--- src/pkg/hbridge_pkg.sv ---
// package: constants, types and decode helpers for the h-bridge drive protection block
// What this block does
// - dead time between upper and lower switches
// - over-temperature turns every output off
// - thermal trip holds stop, outputs high impedance
// - thermal stop releases after hysteresis cooling
// - over-current turns every output off
// - over-current must persist for masking time
// - over-current trip enters stop mode
// - over-current latch cleared by power or standby
// - logic supply lockout forces stop
// - logic lockout releases above higher threshold
// - motor supply lockout forces stop
// - motor lockout releases above higher threshold
package hbridge_pkg;

   // timing
   localparam int CLK_PERIOD_NS = 20;
   localparam int DEAD_TIME_NS  = 200;
   localparam int OC_MASK_NS    = 4000;
   localparam int DEAD_CYC      = (DEAD_TIME_NS + CLK_PERIOD_NS - 1) / CLK_PERIOD_NS;
   localparam int OC_MASK_CYC   = (OC_MASK_NS + CLK_PERIOD_NS - 1) / CLK_PERIOD_NS;
   localparam int CNT_W         = 8;
   localparam logic [CNT_W-1:0] DEAD_DONE    = CNT_W'(DEAD_CYC);
   localparam logic [CNT_W-1:0] OC_MASK_LAST = CNT_W'(OC_MASK_CYC - 1);

   // synchronised pin vector positions
   localparam int PIN_SLEEP      = 0;
   localparam int PIN_CTL_A      = 1;
   localparam int PIN_CTL_B      = 2;
   localparam int PIN_THERM_OVER = 3;
   localparam int PIN_THERM_REL  = 4;
   localparam int PIN_VCC_UNDER  = 5;
   localparam int PIN_VCC_REL    = 6;
   localparam int PIN_MOT_UNDER  = 7;
   localparam int PIN_MOT_REL    = 8;
   localparam int PIN_OC         = 9;
   localparam int PIN_W          = 10;

   // lock / event bit positions (status, irq status, enable, clear share them)
   localparam int LOCK_THERM = 0;
   localparam int LOCK_OC    = 1;
   localparam int LOCK_VCC   = 2;
   localparam int LOCK_MOT   = 3;
   localparam int EVT_W      = 4;
   localparam int MODE_LSB   = 4;

   // register map
   localparam int ADDR_W = 5;
   localparam logic [ADDR_W-1:0] OFF_STATUS   = 5'h00;
   localparam logic [ADDR_W-1:0] OFF_IRQ_STAT = 5'h04;
   localparam logic [ADDR_W-1:0] OFF_IRQ_EN   = 5'h08;
   localparam logic [ADDR_W-1:0] OFF_IRQ_CLR  = 5'h0C;
   localparam logic [EVT_W-1:0]  IRQ_EN_RST   = 4'h0;
   localparam logic [1:0]        RESP_OKAY    = 2'h0;
   localparam logic [1:0]        RESP_SLVERR  = 2'h2;

   typedef enum logic [1:0] {HB_OFF, HB_HIGH, HB_LOW} hb_cmd_t;
   typedef enum logic [2:0] {MODE_STANDBY, MODE_STOP, MODE_FWD, MODE_REV, MODE_BRAKE} mode_t;

   // per half-bridge command for a bridge mode
   function automatic hb_cmd_t half_cmd(input mode_t m, input logic side_b);
      case (m)
         MODE_BRAKE: return HB_LOW;
         MODE_FWD:   return side_b ? HB_HIGH : HB_LOW;
         MODE_REV:   return side_b ? HB_LOW : HB_HIGH;
         default:    return HB_OFF;
      endcase
   endfunction

endpackage

--- src/design/hbridge_drive_protection.sv ---
// h-bridge direction decode, fault protection and axi4-lite status/interrupt registers
//
// Design decisions made here: the address map and the AXI4-Lite slave port.
`timescale 1ns/10ps
module hbridge_drive_protection (
   input  wire                                i_mclk,
   input  wire                                i_rst,
   input  wire                                i_sleep_n,
   input  wire                                i_drive_ctl_a,
   input  wire                                i_drive_ctl_b,
   input  wire                                i_thermal_over,
   input  wire                                i_thermal_release,
   input  wire                                i_logic_under,
   input  wire                                i_logic_release,
   input  wire                                i_motor_supply_under,
   input  wire                                i_motor_supply_release,
   input  wire                                i_overcurrent,
   output logic                               o_bridge_out_a_hi,
   output logic                               o_bridge_out_a_lo,
   output logic                               o_bridge_out_b_hi,
   output logic                               o_bridge_out_b_lo,
   output logic                               o_irq,
   input  wire  [hbridge_pkg::ADDR_W-1:0]     i_awaddr,
   input  wire                                i_awvalid,
   output logic                               o_awready,
   input  wire  [31:0]                        i_wdata,
   input  wire  [3:0]                         i_wstrb,
   input  wire                                i_wvalid,
   output logic                               o_wready,
   output logic [1:0]                         o_bresp,
   output logic                               o_bvalid,
   input  wire                                i_bready,
   input  wire  [hbridge_pkg::ADDR_W-1:0]     i_araddr,
   input  wire                                i_arvalid,
   output logic                               o_arready,
   output logic [31:0]                        o_rdata,
   output logic [1:0]                         o_rresp,
   output logic                               o_rvalid,
   input  wire                                i_rready
);
   localparam int PIN_W = hbridge_pkg::PIN_W;
   localparam int EVT_W = hbridge_pkg::EVT_W;
   localparam int AW    = hbridge_pkg::ADDR_W;

   function automatic logic addr_is(input logic [AW-1:0] a, input logic [AW-1:0] off);
      return a[AW-1:2] == off[AW-1:2];
   endfunction

   // pin synchronisers
   logic [PIN_W-1:0] pin_raw;
   logic [PIN_W-1:0] pin_meta_reg;
   logic [PIN_W-1:0] pin_sync_reg;

   always_comb begin
      pin_raw                              = '0;
      pin_raw[hbridge_pkg::PIN_SLEEP]      = i_sleep_n;
      pin_raw[hbridge_pkg::PIN_CTL_A]      = i_drive_ctl_a;
      pin_raw[hbridge_pkg::PIN_CTL_B]      = i_drive_ctl_b;
      pin_raw[hbridge_pkg::PIN_THERM_OVER] = i_thermal_over;
      pin_raw[hbridge_pkg::PIN_THERM_REL]  = i_thermal_release;
      pin_raw[hbridge_pkg::PIN_VCC_UNDER]  = i_logic_under;
      pin_raw[hbridge_pkg::PIN_VCC_REL]    = i_logic_release;
      pin_raw[hbridge_pkg::PIN_MOT_UNDER]  = i_motor_supply_under;
      pin_raw[hbridge_pkg::PIN_MOT_REL]    = i_motor_supply_release;
      pin_raw[hbridge_pkg::PIN_OC]         = i_overcurrent;
   end

   always_ff @(posedge i_mclk or posedge i_rst) begin
      if (i_rst) begin
         pin_meta_reg <= '0;
         pin_sync_reg <= '0;
      end else begin
         pin_meta_reg <= pin_raw;
         pin_sync_reg <= pin_meta_reg;
      end
   end

   wire sleep_s      = pin_sync_reg[hbridge_pkg::PIN_SLEEP];
   wire ctl_a_s      = pin_sync_reg[hbridge_pkg::PIN_CTL_A];
   wire ctl_b_s      = pin_sync_reg[hbridge_pkg::PIN_CTL_B];
   wire therm_over_s = pin_sync_reg[hbridge_pkg::PIN_THERM_OVER];
   wire therm_rel_s  = pin_sync_reg[hbridge_pkg::PIN_THERM_REL];
   wire vcc_under_s  = pin_sync_reg[hbridge_pkg::PIN_VCC_UNDER];
   wire vcc_rel_s    = pin_sync_reg[hbridge_pkg::PIN_VCC_REL];
   wire mot_under_s  = pin_sync_reg[hbridge_pkg::PIN_MOT_UNDER];
   wire mot_rel_s    = pin_sync_reg[hbridge_pkg::PIN_MOT_REL];
   wire oc_s         = pin_sync_reg[hbridge_pkg::PIN_OC];

   // over-current noise mask: the flag must stay high for the whole mask time
   logic [hbridge_pkg::CNT_W-1:0] oc_cnt_reg;
   logic [hbridge_pkg::CNT_W-1:0] oc_cnt_next;
   wire                           oc_hit;

   assign oc_hit      = oc_s && (oc_cnt_reg == hbridge_pkg::OC_MASK_LAST);
   assign oc_cnt_next = !oc_s ? '0 :
                        (oc_hit ? oc_cnt_reg : oc_cnt_reg + 1'b1);

   // fault locks; a set in the same cycle as a release wins
   logic [EVT_W-1:0] lock_reg;
   logic [EVT_W-1:0] lock_next;

   always_comb begin
      lock_next = lock_reg;
      lock_next[hbridge_pkg::LOCK_THERM] = therm_over_s |
         (lock_reg[hbridge_pkg::LOCK_THERM] & ~therm_rel_s);
      lock_next[hbridge_pkg::LOCK_OC] = oc_hit |
         (lock_reg[hbridge_pkg::LOCK_OC] & sleep_s);
      lock_next[hbridge_pkg::LOCK_VCC] = vcc_under_s |
         (lock_reg[hbridge_pkg::LOCK_VCC] & ~vcc_rel_s);
      lock_next[hbridge_pkg::LOCK_MOT] = mot_under_s |
         (lock_reg[hbridge_pkg::LOCK_MOT] & ~mot_rel_s);
   end

   always_ff @(posedge i_mclk or posedge i_rst) begin
      if (i_rst) begin
         oc_cnt_reg <= '0;
         lock_reg   <= '0;
      end else begin
         oc_cnt_reg <= oc_cnt_next;
         lock_reg   <= lock_next;
      end
   end

   // bridge mode decode
   hbridge_pkg::mode_t mode_w;
   wire                fault_w = |lock_reg;

   always_comb begin
      if (!sleep_s) mode_w = hbridge_pkg::MODE_STANDBY;
      else if (fault_w) mode_w = hbridge_pkg::MODE_STOP;
      else begin
         case ({ctl_a_s, ctl_b_s})
            2'b11:   mode_w = hbridge_pkg::MODE_BRAKE;
            2'b01:   mode_w = hbridge_pkg::MODE_FWD;
            2'b10:   mode_w = hbridge_pkg::MODE_REV;
            default: mode_w = hbridge_pkg::MODE_STOP;
         endcase
      end
   end

   hbridge_half u_half_a (
      .i_mclk    (i_mclk),
      .i_rst     (i_rst),
      .i_cmd     (hbridge_pkg::half_cmd(mode_w, 1'b0)),
      .o_gate_hi (o_bridge_out_a_hi),
      .o_gate_lo (o_bridge_out_a_lo)
   );

   hbridge_half u_half_b (
      .i_mclk    (i_mclk),
      .i_rst     (i_rst),
      .i_cmd     (hbridge_pkg::half_cmd(mode_w, 1'b1)),
      .o_gate_hi (o_bridge_out_b_hi),
      .o_gate_lo (o_bridge_out_b_lo)
   );

   wire gates_any = o_bridge_out_a_hi | o_bridge_out_a_lo | o_bridge_out_b_hi | o_bridge_out_b_lo;

   // axi4-lite write side
   logic              aw_held_reg;
   logic [AW-1:0]     awaddr_reg;
   logic              w_held_reg;
   logic [31:0]       wdata_reg;
   logic              wstrb0_reg;
   logic              bvalid_reg;
   logic [1:0]        bresp_reg;
   wire               wr_fire   = aw_held_reg & w_held_reg & ~bvalid_reg;
   wire               wr_en_hit = addr_is(awaddr_reg, hbridge_pkg::OFF_IRQ_EN);
   wire               wr_cl_hit = addr_is(awaddr_reg, hbridge_pkg::OFF_IRQ_CLR);
   wire               wr_ro_hit = addr_is(awaddr_reg, hbridge_pkg::OFF_STATUS) |
                                  addr_is(awaddr_reg, hbridge_pkg::OFF_IRQ_STAT);
   wire               wr_ok     = wr_en_hit | wr_cl_hit | wr_ro_hit;

   assign o_awready = ~aw_held_reg;
   assign o_wready  = ~w_held_reg;
   assign o_bvalid  = bvalid_reg;
   assign o_bresp   = bresp_reg;

   always_ff @(posedge i_mclk or posedge i_rst) begin
      if (i_rst) begin
         aw_held_reg <= 1'b0;
         awaddr_reg  <= '0;
      end else if (i_awvalid && !aw_held_reg) begin
         aw_held_reg <= 1'b1;
         awaddr_reg  <= i_awaddr;
      end else if (wr_fire) begin
         aw_held_reg <= 1'b0;
      end
   end

   always_ff @(posedge i_mclk or posedge i_rst) begin
      if (i_rst) begin
         w_held_reg <= 1'b0;
         wdata_reg  <= '0;
         wstrb0_reg <= 1'b0;
      end else if (i_wvalid && !w_held_reg) begin
         w_held_reg <= 1'b1;
         wdata_reg  <= i_wdata;
         wstrb0_reg <= i_wstrb[0];
      end else if (wr_fire) begin
         w_held_reg <= 1'b0;
      end
   end

   always_ff @(posedge i_mclk or posedge i_rst) begin
      if (i_rst) begin
         bvalid_reg <= 1'b0;
         bresp_reg  <= hbridge_pkg::RESP_OKAY;
      end else if (wr_fire) begin
         bvalid_reg <= 1'b1;
         bresp_reg  <= wr_ok ? hbridge_pkg::RESP_OKAY : hbridge_pkg::RESP_SLVERR;
      end else if (i_bready) begin
         bvalid_reg <= 1'b0;
      end
   end

   // interrupt status, enable and write-one-to-clear
   logic [EVT_W-1:0] irq_stat_reg;
   logic [EVT_W-1:0] irq_en_reg;
   logic             irq_reg;
   wire  [EVT_W-1:0] evt_w     = lock_next & ~lock_reg;
   wire              wr_lane0  = wr_fire & wstrb0_reg;
   wire  [EVT_W-1:0] clr_w     = (wr_lane0 && wr_cl_hit) ? wdata_reg[EVT_W-1:0] : '0;
   wire  [EVT_W-1:0] stat_next = evt_w | (irq_stat_reg & ~clr_w);

   always_ff @(posedge i_mclk or posedge i_rst) begin
      if (i_rst) begin
         irq_stat_reg <= '0;
         irq_en_reg   <= hbridge_pkg::IRQ_EN_RST;
         irq_reg      <= 1'b0;
      end else begin
         irq_stat_reg <= stat_next;
         irq_en_reg   <= (wr_lane0 && wr_en_hit) ? wdata_reg[EVT_W-1:0] : irq_en_reg;
         irq_reg      <= |(stat_next & ((wr_lane0 && wr_en_hit) ?
                                        wdata_reg[EVT_W-1:0] : irq_en_reg));
      end
   end

   assign o_irq = irq_reg;

   // axi4-lite read side
   logic        rvalid_reg;
   logic [31:0] rdata_reg;
   logic [1:0]  rresp_reg;
   logic [31:0] rd_mux;
   logic        rd_ok;

   assign o_arready = ~rvalid_reg;
   assign o_rvalid  = rvalid_reg;
   assign o_rdata   = rdata_reg;
   assign o_rresp   = rresp_reg;

   always_comb begin
      rd_mux = '0;
      rd_ok  = 1'b1;
      if (addr_is(i_araddr, hbridge_pkg::OFF_STATUS)) begin
         rd_mux[EVT_W-1:0] = lock_reg;
         rd_mux[hbridge_pkg::MODE_LSB +: 3] = mode_w;
      end else if (addr_is(i_araddr, hbridge_pkg::OFF_IRQ_STAT)) begin
         rd_mux[EVT_W-1:0] = irq_stat_reg;
      end else if (addr_is(i_araddr, hbridge_pkg::OFF_IRQ_EN)) begin
         rd_mux[EVT_W-1:0] = irq_en_reg;
      end else if (!addr_is(i_araddr, hbridge_pkg::OFF_IRQ_CLR)) begin
         rd_ok = 1'b0;
      end
   end

   always_ff @(posedge i_mclk or posedge i_rst) begin
      if (i_rst) begin
         rvalid_reg <= 1'b0;
         rdata_reg  <= '0;
         rresp_reg  <= hbridge_pkg::RESP_OKAY;
      end else if (i_arvalid && !rvalid_reg) begin
         rvalid_reg <= 1'b1;
         rdata_reg  <= rd_mux;
         rresp_reg  <= rd_ok ? hbridge_pkg::RESP_OKAY : hbridge_pkg::RESP_SLVERR;
      end else if (i_rready) begin
         rvalid_reg <= 1'b0;
      end
   end

   // checks
   localparam int BRAKE_WAIT = hbridge_pkg::DEAD_CYC + 2;

   property p_therm_off;
      @(posedge i_mclk) disable iff (i_rst) lock_reg[hbridge_pkg::LOCK_THERM] |=> !gates_any;
   endproperty
   a_therm_off : assert property (p_therm_off) else $error("outputs on during thermal trip");

   property p_therm_rel;
      @(posedge i_mclk) disable iff (i_rst)
      lock_reg[hbridge_pkg::LOCK_THERM] && therm_rel_s && !therm_over_s
         |=> !lock_reg[hbridge_pkg::LOCK_THERM];
   endproperty
   a_therm_rel : assert property (p_therm_rel) else $error("thermal stop not released");

   property p_oc_mask;
      @(posedge i_mclk) disable iff (i_rst)
      $rose(lock_reg[hbridge_pkg::LOCK_OC]) |-> $past(oc_cnt_reg) == hbridge_pkg::OC_MASK_LAST;
   endproperty
   a_oc_mask : assert property (p_oc_mask) else $error("over-current trip before mask time");

   property p_oc_off;
      @(posedge i_mclk) disable iff (i_rst) lock_reg[hbridge_pkg::LOCK_OC] |=> !gates_any;
   endproperty
   a_oc_off : assert property (p_oc_off) else $error("outputs on during over-current stop");

   property p_oc_hold;
      @(posedge i_mclk) disable iff (i_rst)
      lock_reg[hbridge_pkg::LOCK_OC] && sleep_s |=> lock_reg[hbridge_pkg::LOCK_OC];
   endproperty
   a_oc_hold : assert property (p_oc_hold) else $error("over-current latch lost while awake");

   property p_supply_off;
      @(posedge i_mclk) disable iff (i_rst)
      lock_reg[hbridge_pkg::LOCK_VCC] || lock_reg[hbridge_pkg::LOCK_MOT] |=> !gates_any;
   endproperty
   a_supply_off : assert property (p_supply_off) else $error("outputs on in lockout");

   property p_supply_rel;
      @(posedge i_mclk) disable iff (i_rst)
      (lock_reg[hbridge_pkg::LOCK_VCC] && vcc_rel_s && !vcc_under_s
         |=> !lock_reg[hbridge_pkg::LOCK_VCC]) and
      (lock_reg[hbridge_pkg::LOCK_MOT] && mot_rel_s && !mot_under_s
         |=> !lock_reg[hbridge_pkg::LOCK_MOT]);
   endproperty
   a_supply_rel : assert property (p_supply_rel) else $error("lockout not released");

   property p_brake;
      @(posedge i_mclk) disable iff (i_rst)
      (mode_w == hbridge_pkg::MODE_BRAKE) [*2] |-> ##[0:BRAKE_WAIT]
      ((o_bridge_out_a_lo && o_bridge_out_b_lo) || (mode_w != hbridge_pkg::MODE_BRAKE));
   endproperty
   a_brake : assert property (p_brake) else $error("brake did not pull both outputs low");

   property p_fwd;
      @(posedge i_mclk) disable iff (i_rst)
      mode_w == hbridge_pkg::MODE_FWD |=> !o_bridge_out_a_hi && !o_bridge_out_b_lo;
   endproperty
   a_fwd : assert property (p_fwd) else $error("wrong polarity in forward drive");

   property p_standby;
      @(posedge i_mclk) disable iff (i_rst) !sleep_s |=> !gates_any;
   endproperty
   a_standby : assert property (p_standby) else $error("outputs on in standby");

   c_fwd_drive : cover property (@(posedge i_mclk) disable iff (i_rst)
      o_bridge_out_a_lo && o_bridge_out_b_hi);
   c_oc_trip : cover property (@(posedge i_mclk) disable iff (i_rst)
      $rose(lock_reg[hbridge_pkg::LOCK_OC]));
   c_irq : cover property (@(posedge i_mclk) disable iff (i_rst) $rose(o_irq));

endmodule // hbridge_drive_protection

--- src/design/hbridge_half.sv ---
// one half-bridge switch sequencer with enforced dead time
`timescale 1ns/10ps
module hbridge_half (
   input  wire                     i_mclk,
   input  wire                     i_rst,
   input  wire hbridge_pkg::hb_cmd_t i_cmd,
   output logic                    o_gate_hi,
   output logic                    o_gate_lo
);
   typedef enum logic [1:0] {ST_OFF, ST_HIGH, ST_LOW} hb_state_t;

   hb_state_t                         state_reg;
   hb_state_t                         state_next;
   logic [hbridge_pkg::CNT_W-1:0]     gap_reg;
   logic [hbridge_pkg::CNT_W-1:0]     gap_next;
   wire                               gap_done;

   assign gap_done = (gap_reg >= hbridge_pkg::DEAD_DONE);

   // a switch may only turn on after both have been off for the dead time
   always_comb begin
      state_next = state_reg;
      case (state_reg)
         ST_OFF: begin
            if (gap_done && i_cmd == hbridge_pkg::HB_HIGH) state_next = ST_HIGH;
            else if (gap_done && i_cmd == hbridge_pkg::HB_LOW) state_next = ST_LOW;
         end
         ST_HIGH: state_next = (i_cmd == hbridge_pkg::HB_HIGH) ? ST_HIGH : ST_OFF;
         ST_LOW:  state_next = (i_cmd == hbridge_pkg::HB_LOW) ? ST_LOW : ST_OFF;
         default: state_next = ST_OFF;
      endcase
   end

   assign gap_next = (state_reg != ST_OFF) ? '0 :
                     (gap_done ? gap_reg : gap_reg + 1'b1);

   always_ff @(posedge i_mclk or posedge i_rst) begin
      if (i_rst) begin
         state_reg <= ST_OFF;
         gap_reg   <= hbridge_pkg::DEAD_DONE;
      end else begin
         state_reg <= state_next;
         gap_reg   <= gap_next;
      end
   end

   assign o_gate_hi = (state_reg == ST_HIGH);
   assign o_gate_lo = (state_reg == ST_LOW);

   property p_dead_lo;
      @(posedge i_mclk) disable iff (i_rst)
      $rose(o_gate_lo) |-> $past(gap_reg) == hbridge_pkg::DEAD_DONE && !$past(o_gate_hi);
   endproperty
   a_dead_lo : assert property (p_dead_lo) else $error("low switch on without dead time");

   property p_dead_hi;
      @(posedge i_mclk) disable iff (i_rst)
      $rose(o_gate_hi) |-> $past(gap_reg) == hbridge_pkg::DEAD_DONE && !$past(o_gate_lo);
   endproperty
   a_dead_hi : assert property (p_dead_hi) else $error("high switch on without dead time");

endmodule // hbridge_half

--- config.mk ---
export PLATFORM = sky130hd
export DESIGN_NAME = hbridge_drive_protection
export DESIGN_NICKNAME = d
export VERILOG_FILES = /design/src/pkg/hbridge_pkg.sv /design/src/design/hbridge_drive_protection.sv /design/src/design/hbridge_half.sv
export SDC_FILE = /design/constraint.sdc
export NUM_CORES = 1
export LEC_CHECK = 0
export ABC_AREA = 1
export ABC_CLOCK_PERIOD_IN_PS = 2800
export BUFFER_PORTS_ARGS = -buffer_cell sky130_fd_sc_hd__buf_4
export CAP_MARGIN = 20
export CELL_PAD_IN_SITES_DETAIL_PLACEMENT = 1
export CELL_PAD_IN_SITES_GLOBAL_PLACEMENT = 1
export CORE_MARGIN = 2
export CORE_UTILIZATION = 38
export CTS_CLUSTER_DIAMETER = 100
export CTS_CLUSTER_SIZE = 16
export DETAILED_ROUTE_END_ITERATION = 12
export HOLD_SLACK_MARGIN = 0.02
export MAX_ROUTING_LAYER = met4
export PLACE_DENSITY_LB_ADDON = 0.1
export SLEW_MARGIN = 40
export SYNTH_ARGS = -nofsm -noshare
export SYNTH_HDL_FRONTEND = slang
export SYNTH_SLANG_ARGS = --single-unit
export TNS_END_PERCENT = 20
--- constraint.sdc ---
create_clock -name i_mclk -period 2.8 [get_ports i_mclk]
set_input_delay 0.28 -clock i_mclk [delete_from_list [all_inputs] [get_ports i_mclk]]
set_output_delay 0.28 -clock i_mclk [all_outputs]
set_load 0.005 [all_outputs]
==> results of run 1 <==
cell usage in the layout, fill, tap and decap left out, types with 7 or more instances in the layout:
master	count
nor2_1	36
buf_4	46
o21ai_0	20
nand2_1	74
clkbuf_8	9
a21oi_1	16
inv_1	43
dfrtp_1	78
nand3_1	14
ha_1	8
inv_2	7
conb_1	27
dlygate4sd3_1	11
final timing paths:
kind	start	to	slack [ns]	cells after the start
worst max-delay path	pin_sync_reg[1]	u_half_a.state_reg[1]	1.22	12
worst min register to register	pin_meta_reg[7]	pin_sync_reg[7]	0.36	0
worst min-delay path	i_bready	o_bvalid	0.09	2
max in group asynchronous	i_rst	u_half_a.gap_reg[1]	1.89	4
min in group asynchronous	i_rst	pin_meta_reg[4]	0.57	4
worst max register to register	pin_sync_reg[1]	u_half_a.state_reg[1]	1.22	12
cell families after synthesis:
logic type	after synthesis	share of synthesized area (%)
compound gates	53	8.40
simple gates	147	18.0
flops	82	57.5
mux	6	1.89
buf+inv	80	11.3
other cells	1	0.105
fa+ha+maj	8	2.80
layer usage:
| metal | GRT usage, % | share of wire (%) |
|---|---|---|
| met1 | 20.4 | 47 |
| met2 | 26.1 | 48 |
| met3 | 4.51 | 4.2 |
| met4 | 5.41 | 1.2 |
| met5 | - | 0 |
power by group through the flow:
stage | Combinational [mW] | Sequential (mW) | Clock [mW]
2_1_floorplan | 0.657 | 1.62 | 0
3_3_place_gp | 0.897 | 1.65 | 0
3_5_place_dp | 0.936 | 1.66 | 0
4_1_cts | 0.952 | 1.64 | 0.989
5_1_grt | 1.10 | 1.67 | 1.05
6_report | 0.932 | 1.63 | 0.954
final cells by class:
cell class	count	share of cell area, %
Tap cell	111	3.23
Multi-Input combinational cell	241	28.2
Sequential cell	82	47.8
Inverter	53	4.68
Clock buffer	10	2.97
Timing Repair Buffer	58	11.0
Clock inverter	6	2.09
repair_timing:
item	CTS	global route
gates resized for setup	0	0
endpoints found under the hold margin	22	0
hold buffers	11	0
==> out/qor.yml, run 1 <==
detailed_routing:
  wl_um: 7230
  ant_nets: 0
  via_per_inst: 4.61
  dr.pass1.iters: 4
  drt_iter0_markers: 63
  num_vias: 2587
  wire_per_inst_um: 12.9
  drcViolationCount: 0
synth:
  synthCells: 377
  ys_types: 32
  synth_top_cell_by_area: "dfrtp_1"
  ys_async_sr_fraction_pct: 100
  syn_area_per_cell_um2: 9.49
  synthTopCellsByArea: "dfrtp_1, nand2_1, buf_4, inv_1, nor2_1"
  synth_flop_cell: "dfrtp_1"
  netlist_area_um2: 3580
  yosysMostFrequentCell: "dfrtp_1"
  yosysTopAreaCellShare_pct: 54.6
  yosysWarnings: 0
  synth-edff-count: 0
  ys_ff_latch: 82
  ys_top_cells_by_count: "dfrtp_1, nand2_1, inv_1"
  ys_seq_area_share_pct: 57.5
finish:
  area_growth_pct: 20.4
  multi_input_area_um2: 1210
  stdcell_area_um2: 4300
  n_antenna_cell: 0
  nFillCells: 1075
  drive_gt1_share_pct: 20.0
  finalNonFillerCells: 561
  nets: 516
  final_util_pct: 46.8
  final-seq-area_um2: 2060
timing:
  fin_crit_sh_pct: 56.5
  finalCriticalPeriod_ns: 1.58
  hold_viol: 0
  fin_ws_ns: 1.22
  fmax_mhz: 632
  rsz0062_at_grt: "false"
  slew_viol_final: 0
  holdWs_ns: 0.0945
  clock_skew_ns: 0.0108
  tns_ns: 0
  setup_viol: 0
pwr:
  p_seq_share_pct: 46.4
  pwr-share-comb_pct: 26.5
  swShare_pct: 33.2
  p_clk_share_pct: 27.1
  power.internal_mw: 2.35
  p_leak_nw: 2.23
  powerDensity_nw_per_um2: 818
  p_switching_mw: 1.17
  power_mw: 3.52
  ir_worst_vdd_mv: 0.288
placement:
  place_congestion: 0.778
  pre_cts_ws_ns: 1.24
  place_area_um2: 3980
  hpwl_um: 5260
  dp.cells: 534
  portBuffers: 46
die:
  die-area_um2: 10200
  die_w_um: 101
  die_h_um: 101
  rows: 35
  start_util_pct: 38.9
  ios: 109
  coreArea_um2: 9200
worst_setup_path:
  critPathLaunchType: "register"
  cp_data_required_time_ns: 3.10
  crit_path_end_kind: "register"
  critPathSlowestCell: "dfrtp_1"
  crit_buf_inv: 3
  crit_family: "simple AND/OR/NAND/NOR gates"
  slowest_delay_ns: 0.38
  critPathArrivalTime_ns: 1.88
  crit_type: "register to register"
  crit_top_cell: "nand2_1"
  worstPathCellList: "inv_1 -> ha_1 -> nand2_1 -> inv_1 -> nand3_2 -> nor2_4 -> nand2_1 -> nand2_1 -> nand2_1 -> nand2_1 -> nand2_1 -> inv_1"
  cp_max_fo: 5
clocking:
  cts.sinks: 82
  cts_setup_buffers: 0
  max-clock-path-buffers: 2
  htree_levels: 3
  clk_pin_slew_ns: 0.09
  worstSkewPairLatency_ns: 0.36
  cts-root-buf: "clkbuf_8"
  cts_buffers: 9
  cts_tree: "yes"
global_routing:
  grt_pass1_wl_um: 12600
  grt_pass1_vias: 2693
  grt_max_degree: 83
  antenna_found_initial: 0
  grt_use_total_pct: 16.4
  grt.overflow.total: 0
run:
  cap_violations: 0
status:
  outcome: "finished, final reports clean"
hold_path:
  hold_class: "primary input to register"
Note: power is estimated with default switching activity, not from simulation.
==> inputs of run 2 (changes only) <==
Settings changed: ABC_AREA 1 to 0, ABC_CLOCK_PERIOD_IN_PS 2800 to 1300, CORE_UTILIZATION 38 to 36.
Clock period 2.8 ns to 1.3 ns, I/O delays scaled along.
==> run 2 against run 1 <==
Net effect:
- the run now ends with setup timing left
- die area increased by 6.9%
- non-clock buffer count grew 76
- via count grew 5.2%
- combinational power grew to 3.4 times the previous value
- largest power group unchanged
- largest cell class unchanged
- highest routed layer unchanged
==> out/qor.yml, run 2 <==
synth:
  yosysTopAreaCellShare_pct: 53.8  # -0.83 points
  syn_area_per_cell_um2: 11.3  # +19%
  synth-xor-area-share_pct: 2.17  # +2.2 points
  ys_async_sr_fraction_pct: 100  # unchanged
  synthSimpleGateAreaFrac_pct: 15.6  # -2.4 points
  synth_fa_ha_area_share_pct: 2.76  # -0.042 points
  ys_seq_area_share_pct: 56.7  # -0.87 points
  synth.mux.area_fraction_pct: 3.38  # +1.5 points
  synth-edff-count: 0  # unchanged
  synthTopCellsByArea: "dfrtp_1, buf_4, mux2_2, dfstp_2, ha_1"
  yosysWarnings: 0  # unchanged
  ys_types: 48  # +50%
  synth_flop_cell: "dfrtp_1"
  netlist_area_um2: 3630  # +1.5%
  synth_top_family_by_area: "simple AND/OR/NAND/NOR gates"
  ys_top_cells_by_count: "dfrtp_1, buf_4, nor2_1"
  synthCells: 322  # -15%
  yosysMostFrequentCell: "dfrtp_1"
  ys_ff_latch: 82  # unchanged
  synth-compound-area-share_pct: 10.5  # +2.1 points
  synth_top_cell_by_area: "dfrtp_1"
worst_setup_path:
  crit_path_end_kind: "register"
  critPathArrivalTime_ns: 1.88  # about the same
  cp_max_fo: 3  # -2
  critPathLaunchType: "register"
  startpoint: "awaddr_reg[4]"
  crit_type: "register to register"
  r2r-start: "awaddr_reg[4]"
  cp_data_required_time_ns: 1.52  # -1.58 ns
die:
  coreArea_um2: 9770  # +6.3%
  die-area_um2: 10900  # +6.9%
  start_util_pct: 37.1  # -1.7 points
  die_h_um: 104  # +3.4%
  die_w_um: 104  # +3.4%
  rows: 36  # +2.9%
  ios: 109  # unchanged
placement:
  place_congestion: 0.775  # -0.32%
  pre_cts_ws_ns: -0.392  # -1.63 ns
  portBuffers: 46  # unchanged
  hpwl_um: 5790  # +10%
global_routing:
  grt_use_total_pct: 17.5  # +1.0 points
  grt.overflow.total: 0  # unchanged
  grt_max_degree: 83  # unchanged
  grt_pass1_vias: 2917  # +8.3%
  grt_pass1_wl_um: 14800  # +17%
  antenna_found_initial: 0  # unchanged
clocking:
  cts-root-buf: "clkbuf_8"
  cts_buffers: 9  # unchanged
  cts_tree: "yes"
  worstSkewPairLatency_ns: 0.35  # about the same
  max-clock-path-buffers: 2  # unchanged
  cts.sinks: 82  # unchanged
  htree_levels: 3  # unchanged
  clk_pin_slew_ns: 0.09  # about the same
timing:
  fin_ws_ns: -0.360  # -1.58 ns
  fin_crit_sh_pct: 128  # +71 points
  finalCriticalPeriod_ns: 1.66  # +0.0793 ns
  fmax_mhz: 602  # -4.8%
  hold_viol: 0  # unchanged
  clock_skew_ns: 0.0109  # +0.0000742 ns
  slew_viol_final: 0  # unchanged
  rsz0062_at_grt: "true"
  holdWs_ns: 0.0980  # +0.00357 ns
  setup_viol: 29  # +29
detailed_routing:
  dr.pass1.iters: 4  # unchanged
  wire_per_inst_um: 14.7  # +14%
  ant_nets: 0  # unchanged
  drcViolationCount: 0  # unchanged
  drt_iter0_markers: 76  # +21%
  wl_um: 8730  # +21%
  num_vias: 2722  # +5.2%
  via_per_inst: 4.57  # -0.79%
finish:
  n_antenna_cell: 0  # unchanged
  final_common_cell: "buf_4"
  nets: 528  # +2.3%
  mostFrequentLayoutCells: "buf_4, dfrtp_1, conb_1"
  drive_gt1_share_pct: 42.0  # +22 points
  nFillCells: 1073  # -0.19%
  area_growth_pct: 44.1
  final-seq-area_um2: 2060  # +0.24%
  multi_input_area_um2: 1630  # +34%
hold_path:
  hp-start: "i_araddr[4]"
  hold_class: "primary input to register"
pwr:
  p_leak_nw: 2.48  # +11%
  ir_worst_vdd_mv: 0.838  # +190%
  powerDensity_nw_per_um2: 1600  # +96%
status:
  outcome: "complete, but fails checks"
  violations: "setup timing"
run:
  cap_violations: 0  # unchanged
## run 2: worst max-delay path, stage by stage, from the launching register on
cell and delay, ns:
dfrtp_1 0.39, nand3b_1 0.23, nor3_2 0.32, mux2_4 0.35, a22oi_2 0.15, nand4_1 0.10
## run 2: power by group
| part | leakage (nW) | total, mW | internal [mW] | switching [mW] |
|---|---|---|---|---|
| sequential | 1.00 | 3.41 | 3.06 | 0.359 |
| combinational | 1.38 | 3.21 | 1.79 | 1.43 |
| clock | 0.0948 | 1.74 | 0.728 | 1.02 |
| total | 2.48 | 8.37 | 5.57 | 2.80 |
## run 2: per-layer routing
layer | wire length [µm] | global-route usage, % | vias to the layer above
met5 | 0 | - | -
met4 | 114 | 5.50 | 0
met1 | 4040 | 22.4 | 1351
met3 | 251 | 3.51 | 9
li1 | - | - | 1314
met2 | 4320 | 28.0 | 48
## run 2: final cells by class
cell class / count / area share, %
Timing Repair Buffer: 134 / 21.1
Inverter: 22 / 1.65
Multi-Input combinational cell: 208 / 31.1
Tap cell: 133 / 3.18
Sequential cell: 82 / 39.4
Clock buffer: 9 / 2.37
Clock inverter: 7 / 1.17
## run 2: metrics by stage
stage	cell area [µm²]	cells	power, mW	setup TNS [ns]	utilization, %
floorplan	3730	348	4.74	-4.42	-
global placement	4470	551	5.86	-4.77	45.7
detailed placement	4470	551	5.97	-5.65	45.7
CTS	5060	591	8.14	-4.80	51.8
global route	5230	595	8.95	-7.71	53.5
finish	5230	595	8.37	-5.12	53.5
## run 2: cell families after synthesis
logic type                 count (synthesis)
and+or+nand+nor                          104
DFF                                       82
buffers and inverters                     58
AOI/OAI and AO/OA                         49
muxes                                     11
xor gates and xnor gates                   9
adders and majority gates                  8
other                                      1
## run 2: worst paths after layout
check / end / depth (start not counted) / slack, ns
max in group asynchronous: u_half_b.gap_reg[1] / 4 / 0.48
hold reg to reg: pin_sync_reg[8] / 0 / 0.35
hold / removal: o_rresp[1] / 2 / 0.1
min in group asynchronous: pin_meta_reg[0] / 4 / 0.43
setup / recovery: o_irq / 5 / -0.36
setup reg to reg: o_irq / 5 / -0.36
## run 2: repair_timing
action / CTS / global route
hold buffers: 23 / 0
setup buffers: 1 / 4
pin swaps: 14 / 10
gates resized for setup: 38 / 29
setup endpoints to repair: 38 / 40
gates cloned: 0 / 0
hold endpoints to repair: 100 / 0
